[src/hdl/prc_pkg.sv]
// Package for the pad register cell: register map, control layout, resets.
// Assumes a 32-bit Avalon-MM slave port with byte addresses.
package prc_pkg;

  // Register byte offsets
  localparam logic [3:0] PRC_OFS_CTRL   = 4'h0;
  localparam logic [3:0] PRC_OFS_STATUS = 4'h4;
  localparam logic [3:0] PRC_OFS_LAG    = 4'h8;

  localparam int PRC_ADDR_W = 4;
  localparam int PRC_DATA_W = 32;
  localparam int PRC_LAG_W  = 5;
  localparam int PRC_CTRL_W = 7;

  // Control register, bit 0 upward: bypass, fix_lag_en, dyn_lag_en,
  // ddr_in, ddr_out, strobe_en, sr_val
  typedef struct packed {
    logic sr_val;
    logic strobe_en;
    logic ddr_out;
    logic ddr_in;
    logic dyn_lag_en;
    logic fix_lag_en;
    logic bypass;
  } prc_ctrl_type;

  localparam prc_ctrl_type   PRC_CTRL_RST = 7'h00;
  localparam logic [4:0]     PRC_LAG_RST  = 5'h00;
  localparam logic [4:0]     PRC_LAG_MAX  = 5'h1f;

  // Status register, bit 0 upward
  typedef struct packed {
    logic [4:0] lag_total;
    logic       phase;
    logic       tri_out;
    logic       buf_out;
    logic       fall;
    logic       rise;
    logic       pin;
  } prc_status_type;

  localparam int PRC_STATUS_W = 11;

endpackage

[src/hdl/prc_lag_line.sv]
// Delay line for the conditioned pad input: one tap per clock cycle.
// Assumes the tap select is stable or may change at any cycle boundary.
`timescale 1ns/1ps
module prc_lag_line
  import prc_pkg::*;
#(
  parameter int DEPTH = 32
) (
  input  wire logic                 clk_i,
  input  wire logic                 rst_i,
  input  wire logic                 din_i,
  input  wire logic [PRC_LAG_W-1:0] lag_i,
  output logic                      dout_o
);

  logic [DEPTH-1:0] taps_reg;
  logic             dout_reg;

  // Tap 0 is one cycle after the input; each further tap adds a cycle
  always_ff @(posedge clk_i) begin
    if (rst_i) begin
      taps_reg <= '0;
      dout_reg <= 1'b0;
    end else begin
      taps_reg <= {taps_reg[DEPTH-2:0], din_i};
      dout_reg <= taps_reg[lag_i];
    end
  end

  assign dout_o = dout_reg;

endmodule // prc_lag_line

[src/hdl/prc_cell.sv]
// Pad register cell: input, output and tri-state register sections with
// bypass, fixed and run-time input lag, SDR and DDR capture, strobe mode.
// Assumes one 40 MHz clock, synchronous reset, and an Avalon-MM master
// that holds its request until it samples waitrequest low.
//
// Our own choices: the Avalon-MM register port and the register offsets.
`timescale 1ns/1ps

module prc_cell
  import prc_pkg::*;
#(
  parameter bit IS_RIGHT_EDGE  = 1'b1,
  parameter bit IS_BOTTOM_EDGE = 1'b1,
  parameter int LAG_DEPTH      = 32
) (
  input  wire logic                  CLK_I,
  input  wire logic                  RST_I,
  input  wire logic [PRC_ADDR_W-1:0] AVS_ADDRESS_I,
  input  wire logic                  AVS_READ_I,
  input  wire logic                  AVS_WRITE_I,
  input  wire logic [PRC_DATA_W-1:0] AVS_WRITEDATA_I,
  input  wire logic [3:0]            AVS_BYTEENABLE_I,
  output logic      [PRC_DATA_W-1:0] AVS_READDATA_O,
  output logic                       AVS_WAITREQUEST_O,
  input  wire logic                  PIN_IN_I,
  output logic                       BYPASS_IN_O,
  output logic                       BYPASS_CLK_O,
  output logic                       RISE_SAMPLE_O,
  output logic                       FALL_SAMPLE_O,
  input  wire logic                  CORE_OUT_A_I,
  input  wire logic                  CORE_OUT_B_I,
  output logic                       BUFFER_OUT_O,
  input  wire logic                  TRISTATE_CTL_I,
  output logic                       TRISTATE_OUT_O,
  input  wire logic                  LOCAL_SETRESET_I,
  input  wire logic                  CLOCK_GATE_I,
  input  wire logic [PRC_LAG_W-1:0]  DYN_LAG_SEL_I,
  input  wire logic                  STROBE_RD_SHIFT_I,
  input  wire logic                  STROBE_WR_SHIFT_I,
  input  wire logic                  DUAL_EDGE_POL_I
);

  typedef struct packed {
    // Bus slave
    logic                  av_wait;
    logic [PRC_DATA_W-1:0] rd_data;
    prc_ctrl_type          ctrl;
    logic [PRC_LAG_W-1:0]  fixed_lag;
    // Pin and strobe conditioning
    logic [2:0]            pin_sync;
    logic                  pin_val;
    logic [2:0]            rd_sync;
    logic                  rd_val;
    logic                  rd_prev;
    logic [2:0]            wr_sync;
    logic                  wr_val;
    logic                  wr_prev;
    // Input section
    logic                  byp;
    logic                  rise_q;
    logic                  fall_q;
    // Output and tri-state sections
    logic                  phase;
    logic                  buf_out;
    logic                  tri_out;
  } prc_state_type;

  localparam prc_state_type STATE_RST = '{
    av_wait:   1'b1,
    rd_data:   32'h0000_0000,
    ctrl:      PRC_CTRL_RST,
    fixed_lag: PRC_LAG_RST,
    pin_sync:  3'h0,
    pin_val:   1'b0,
    rd_sync:   3'h0,
    rd_val:    1'b0,
    rd_prev:   1'b0,
    wr_sync:   3'h0,
    wr_val:    1'b0,
    wr_prev:   1'b0,
    byp:       1'b0,
    rise_q:    1'b0,
    fall_q:    1'b0,
    phase:     1'b0,
    buf_out:   1'b0,
    tri_out:   1'b0
  };

  // A change counts once the second and third stages agree
  function automatic logic settle(input logic [2:0] chain,
                                  input logic       held);
    settle = (chain[1] == chain[2]) ? chain[2] : held;
  endfunction

  // Lag sum, saturating at the last tap
  function automatic logic [PRC_LAG_W-1:0] lag_sum(
    input logic [PRC_LAG_W-1:0] a,
    input logic [PRC_LAG_W-1:0] b);
    logic [PRC_LAG_W:0] s;
    s = {1'b0, a} + {1'b0, b};
    lag_sum = s[PRC_LAG_W] ? PRC_LAG_MAX : s[PRC_LAG_W-1:0];
  endfunction

  prc_state_type        s_reg;
  prc_state_type        s_next;
  logic                 fall_neg_reg;
  logic                 lag_out;
  logic [PRC_LAG_W-1:0] fix_part;
  logic [PRC_LAG_W-1:0] dyn_part;
  logic [PRC_LAG_W-1:0] lag_total;
  logic                 use_lag;
  logic                 src;
  logic                 strobe_in;
  logic                 strobe_out;
  logic                 pol_swap;
  prc_status_type       status;

  // Fixed lag and, on bottom cells only, the run-time lag add up
  assign fix_part  = s_reg.ctrl.fix_lag_en ? s_reg.fixed_lag
                                           : PRC_LAG_RST;
  assign dyn_part  = (IS_BOTTOM_EDGE && s_reg.ctrl.dyn_lag_en)
                   ? DYN_LAG_SEL_I : PRC_LAG_RST;
  assign lag_total = lag_sum(fix_part, dyn_part);
  assign use_lag   = s_reg.ctrl.fix_lag_en
                   | (IS_BOTTOM_EDGE & s_reg.ctrl.dyn_lag_en);
  assign src       = use_lag ? lag_out : s_reg.pin_val;

  // Strobe clocks and polarity only exist on right-edge cells
  assign strobe_in  = IS_RIGHT_EDGE & s_reg.ctrl.strobe_en
                    & s_reg.ctrl.ddr_in;
  assign strobe_out = IS_RIGHT_EDGE & s_reg.ctrl.strobe_en
                    & s_reg.ctrl.ddr_out;
  assign pol_swap   = IS_RIGHT_EDGE & DUAL_EDGE_POL_I;

  assign status = '{
    lag_total: lag_total,
    phase:     s_reg.phase,
    tri_out:   s_reg.tri_out,
    buf_out:   s_reg.buf_out,
    fall:      s_reg.fall_q,
    rise:      s_reg.rise_q,
    pin:       s_reg.pin_val
  };

  prc_lag_line #(
    .DEPTH (LAG_DEPTH)
  ) u_lag (
    .clk_i  (CLK_I),
    .rst_i  (RST_I),
    .din_i  (s_reg.pin_val),
    .lag_i  (lag_total),
    .dout_o (lag_out)
  );

  always_comb begin
    s_next = s_reg;

    // Register bus: a request is answered one cycle after it is seen
    s_next.av_wait = 1'b1;
    if ((AVS_READ_I || AVS_WRITE_I) && s_reg.av_wait) begin
      s_next.av_wait = 1'b0;
      s_next.rd_data = 32'h0000_0000;
      unique case (AVS_ADDRESS_I)
        PRC_OFS_CTRL:   s_next.rd_data[PRC_CTRL_W-1:0] = s_reg.ctrl;
        PRC_OFS_STATUS: s_next.rd_data[PRC_STATUS_W-1:0] = status;
        PRC_OFS_LAG:    s_next.rd_data[PRC_LAG_W-1:0] = s_reg.fixed_lag;
        default:        s_next.rd_data = 32'h0000_0000;
      endcase
    end
    // Writes land on the edge at which waitrequest is seen low
    if (AVS_WRITE_I && !s_reg.av_wait && AVS_BYTEENABLE_I[0]) begin
      unique case (AVS_ADDRESS_I)
        PRC_OFS_CTRL:
          s_next.ctrl = AVS_WRITEDATA_I[PRC_CTRL_W-1:0];
        PRC_OFS_LAG:
          s_next.fixed_lag = AVS_WRITEDATA_I[PRC_LAG_W-1:0];
        default: ;
      endcase
    end

    // Pad and strobe inputs pass three stages before use
    s_next.pin_sync = {s_reg.pin_sync[1:0], PIN_IN_I};
    s_next.pin_val  = settle(s_reg.pin_sync, s_reg.pin_val);
    s_next.rd_sync  = {s_reg.rd_sync[1:0], STROBE_RD_SHIFT_I};
    s_next.rd_val   = settle(s_reg.rd_sync, s_reg.rd_val);
    s_next.wr_sync  = {s_reg.wr_sync[1:0], STROBE_WR_SHIFT_I};
    s_next.wr_val   = settle(s_reg.wr_sync, s_reg.wr_val);

    if (LOCAL_SETRESET_I) begin
      // Cell registers take the configured set or reset level
      s_next.byp     = s_reg.ctrl.sr_val;
      s_next.rise_q  = s_reg.ctrl.sr_val;
      s_next.fall_q  = s_reg.ctrl.sr_val;
      s_next.buf_out = s_reg.ctrl.sr_val;
      s_next.tri_out = s_reg.ctrl.sr_val;
      s_next.phase   = 1'b0;
      s_next.rd_prev = s_reg.rd_val;
      s_next.wr_prev = s_reg.wr_val;
    end else if (CLOCK_GATE_I) begin
      s_next.rd_prev = s_reg.rd_val;
      s_next.wr_prev = s_reg.wr_val;

      // Bypass path skips the lag line and capture registers
      s_next.byp = s_reg.pin_val;

      // Input section, frozen while bypass is selected
      if (!s_reg.ctrl.bypass) begin
        if (strobe_in) begin
          // Read strobe edges replace the system clock edges
          if (s_reg.rd_val && !s_reg.rd_prev) begin
            if (pol_swap) begin
              s_next.fall_q = src;
            end else begin
              s_next.rise_q = src;
            end
          end
          if (!s_reg.rd_val && s_reg.rd_prev) begin
            if (pol_swap) begin
              s_next.rise_q = src;
            end else begin
              s_next.fall_q = src;
            end
          end
        end else if (s_reg.ctrl.ddr_in) begin
          // Falling-edge capture is retimed onto the rising edge
          s_next.rise_q = pol_swap ? fall_neg_reg : src;
          s_next.fall_q = pol_swap ? src : fall_neg_reg;
        end else begin
          s_next.fall_q = src;
        end
      end

      // Output section: a every cycle in SDR, b then a in DDR
      if (s_reg.ctrl.ddr_out) begin
        if (strobe_out) begin
          if (s_reg.wr_val != s_reg.wr_prev) begin
            s_next.phase = ~s_reg.phase;
          end
        end else begin
          s_next.phase = ~s_reg.phase;
        end
        s_next.buf_out = s_next.phase ? CORE_OUT_B_I
                                      : CORE_OUT_A_I;
      end else begin
        s_next.phase   = 1'b0;
        s_next.buf_out = CORE_OUT_A_I;
      end

      // Tri-state section
      s_next.tri_out = TRISTATE_CTL_I;
    end else begin
      // Edge trackers follow the strobes so no stale edge fires later
      s_next.rd_prev = s_reg.rd_val;
      s_next.wr_prev = s_reg.wr_val;
    end
  end

  // All three sections run on the one system clock
  always_ff @(posedge CLK_I) begin
    if (RST_I) begin
      s_reg <= STATE_RST;
    end else begin
      s_reg <= s_next;
    end
  end

  // Falling-edge half of the generic DDR capture
  always_ff @(negedge CLK_I) begin
    if (RST_I) begin
      fall_neg_reg <= 1'b0;
    end else if (LOCAL_SETRESET_I) begin
      fall_neg_reg <= s_reg.ctrl.sr_val;
    end else if (CLOCK_GATE_I && !s_reg.ctrl.bypass) begin
      fall_neg_reg <= src;
    end
  end

  assign AVS_READDATA_O    = s_reg.rd_data;
  assign AVS_WAITREQUEST_O = s_reg.av_wait;
  assign BYPASS_IN_O       = s_reg.byp;
  assign BYPASS_CLK_O      = s_reg.byp;
  assign RISE_SAMPLE_O     = s_reg.rise_q;
  assign FALL_SAMPLE_O     = s_reg.fall_q;
  assign BUFFER_OUT_O      = s_reg.buf_out;
  assign TRISTATE_OUT_O    = s_reg.tri_out;

endmodule // prc_cell

[config.mk]
export PLATFORM = sky130hd
export DESIGN_NAME = prc_cell
export DESIGN_NICKNAME = d
export VERILOG_FILES = /design/src/hdl/prc_pkg.sv /design/src/hdl/prc_lag_line.sv /design/src/hdl/prc_cell.sv
export SDC_FILE = /design/constraint.sdc
export NUM_CORES = 1
export LEC_CHECK = 0
export BUFFER_PORTS_ARGS = -buffer_cell sky130_fd_sc_hd__buf_2
export CORE_MARGIN = 3
export CORE_UTILIZATION = 25
export CTS_CLUSTER_DIAMETER = 30
export DETAILED_ROUTE_END_ITERATION = 8
export HOLD_SLACK_MARGIN = 0.1
export PLACE_DENSITY = 0.45
export SYNTH_ARGS = -nofsm -noshare
export SYNTH_HDL_FRONTEND = slang
export SYNTH_SLANG_ARGS = --single-unit
[constraint.sdc]
create_clock -name CLK_I -period 5.6 [get_ports CLK_I]
set_input_delay 0.56 -clock CLK_I [delete_from_list [all_inputs] [get_ports CLK_I]]
set_output_delay 0.56 -clock CLK_I [all_outputs]
set_load 0.05 [all_outputs]
==> flow_summary.json <==
{
  "r2r-end": "FALL_SAMPLE_O",
  "p_per_area_nw_per_um2": 295,
  "cts_max_level": 3,
  "drtIter0Drc": 155,
  "rrSetupSlack_ps": 1400,
  "hp-class": "in -> reg",
  "hold_ws_ps": 427,
  "drc": 0,
  "yosys_warnings": 0,
  "cp-end-kind": "flop",
  "final_layout_size_suffix_gt1_share_pct": 21.6,
  "hold_viol_final": 0,
  "p_switching_mw": 0.313,
  "synth-async-reset-ratio_pct": 0,
  "critical-path-max-stage-delay_ps": 310,
  "arrival_ps": 4430,
  "status": "complete, no violations",
  "power_frac_clock_pct": 45.4,
  "clock_path_buffers": 2,
  "final_common_cell": "dfxtp_1",
  "r2r-start": "fall_neg_reg",
  "worst_skew_pair.late_latency_ps": 390,
  "seq_area_frac_synth_pct": 42.0,
  "fp.dieW_um": 128,
  "switching_share_pct": 25.2,
  "core_um2": 14200,
  "cts_tree": "yes",
  "grt_max_degree": 76,
  "critPathLaunchType": "flop",
  "syn-cell-area_um2": 3720,
  "insertedDiodeCount": 0,
  "grt_setup_unrepaired": "false",
  "cellLeakagePower_nw": 1.77,
  "avgSynthCellArea_um2": 9.58,
  "grt_pass1_wl_um": 13900,
  "cts.sinks": 78,
  "largest_reg_flops": 32,
  "groute.usage.overall_pct": 10.9,
  "combPwrFrac_pct": 8.8,
  "io_buffers": 47,
  "clkTransAtPathRegs_ps": 60,
  "worst_ep_required_time_ps": 5830,
  "synth_flop_cell": "dfxtp_1",
  "numCtsBuffers": 9,
  "hold_buffers": 0,
  "setup_ws_ps": 1400,
  "final_max_slew_viol_count": 0,
  "yosysUniqueCellTypes": 58,
  "gp_congestion": 0.755,
  "slew_headroom_pct": 41.8,
  "vias": 2729,
  "start_util_pct": 26.2,
  "grt_pass1_vias": 2690,
  "drt_pre_antenna_iters": 4,
  "totalWireLength_um": 8690,
  "reg2reg_depth": 5,
  "root_buffer": "clkbuf_16",
  "worstMarginPinSlew_ps": 867,
  "post-place-ws_ps": 1270,
  "critPathLaunch": "fall_neg_reg",
  "seq_power_share_pct": 45.8,
  "postCtsSetupRepairBufs": 0,
  "area_growth_pct": 13.3,
  "core.rowCount": 43,
  "globalRouteOverflowTotal": 0,
  "ios": 97,
  "final_cell_mix": "78 x dfxtp_1, 47 x nor2b_1, 47 x buf_2",
  "worstPathMaxFanout": 3,
  "layout.nets": 482,
  "crit_path_end": "FALL_SAMPLE_O",
  "setup_viol": 0,
  "ant_nets": 0,
  "die_area_um2": 16400,
  "critPathSlowestCell": "dfxtp_1",
  "tns_ps": 0,
  "crit_type": "reg -> reg",
  "ir_drop_uv": 146,
  "max-cap-violations": 0,
  "worstPathCellList": "nand2b_1, mux2_2, o221ai_1, a31oi_1, o31a_1",
  "p_int_mw": 0.929,
  "dpl.hpwl_um": 6250,
  "antenna_found_initial": 0,
  "synth-edff-count": 0,
  "synth_seq_cells": 78,
  "skew_ps": 51.5,
  "die_y_um": 128,
  "ctsResizeCount": 0,
  "via_per_inst": 4.54,
  "synthCells": 388,
  "avgRoutedWirePerCell_um": 14.5
}
per-layer routing:
layer,vias up,global-route usage [%],share of wire (%)
met5,-,0,0
met4,0,6.18,2.8
met3,15,2.88,5.0
met2,61,16.0,42
met1,1295,14.4,50
li1,1358,-,-
cells in the mapped netlist, types with 2 or more instances:
master    instances  share of area, %
dfxtp_1          78                42
nor2b_1          47               7.9
buf_4            33               6.7
nor2_1           33               3.3
mux2i_1          20               5.4
nand2_1          15               1.5
mux2_2           14               4.2
a21oi_1          12               1.6
clkbuf_1         12               1.2
and2_1           10               1.7
nor3_1           10               1.3
o21ai_0           9               1.2
inv_1             8              0.81
a221oi_1          7               1.6
a22oi_1           7               1.4
o21a_1            6               1.2
a211oi_1          5               1.0
ha_1              5               1.7
nand2b_1          5              0.84
a21o_2            3              0.71
a31oi_1           3              0.50
and3_1            3              0.50
o221ai_1          3              0.71
o32ai_1           3              0.71
a311o_1           2              0.54
o22ai_1           2              0.34
xor2_1            2              0.47
final cells by class:
type	count	area [µm²]
Fill cell	1536	9990
Tap cell	180	225
Clock buffer	10	229
Timing Repair Buffer	48	243
Inverter	7	26.3
Clock inverter	5	53.8
Sequential cell	78	1560
Multi-Input combinational cell	273	1870
power groups by stage:
| stage | registers, mW | logic [mW] | clock network (mW) |
|---|---|---|---|
| 2_1_floorplan | 0.588 | 0.0936 | 0.00224 |
| 3_3_place_gp | 0.581 | 0.109 | 0.00224 |
| 3_5_place_dp | 0.582 | 0.110 | 0.00224 |
| 4_1_cts | 0.570 | 0.110 | 0.585 |
| 5_1_grt | 0.570 | 0.117 | 0.603 |
| 6_report | 0.570 | 0.109 | 0.564 |
critical path: cells and delay by family, from the launching register on:
family	cells	cell delay (ps)
flops	1	310
mux	1	260
compound gates	3	520
simple gates	1	140
metrics by stage:
step           util, %  total power [mW]  cell area [µm²]  std cells
2_1_floorplan        -             0.684             3790        408
3_3_place_gp      27.7             0.693             3930        587
3_5_place_dp      27.7             0.694             3930        587
4_1_cts           29.7              1.26             4210        601
5_1_grt           29.7              1.29             4210        601
6_report          29.7              1.24             4210        601
cells by family (layout without fill, tap and decap cells):
logic type	count (synthesis)	in the layout	synth area share, %
simple gates	131	131	19.4
flops	78	78	42.0
compound gates	76	76	15.5
buf+inv	57	70	9.63
mux	35	35	10.0
fa+ha+maj	6	6	2.22
xor+xnor	4	4	1.14
other cells	1	21	0.101
worst min-delay path by stage:
stage | start | endpoint | cells past startpoint
after detailed placement | s_next[9] | s_next[10] | 1
after global placement | s_next[14] | s_next[15] | 1
final | STROBE_RD_SHIFT_I | s_next[14] | 2
after CTS | PIN_IN_I | s_next[18] | 2
after floorplan | s_next[9] | s_next[10] | 1
after global routing | PIN_IN_I | s_next[18] | 2
Note: power is estimated with default switching activity, not from simulation.
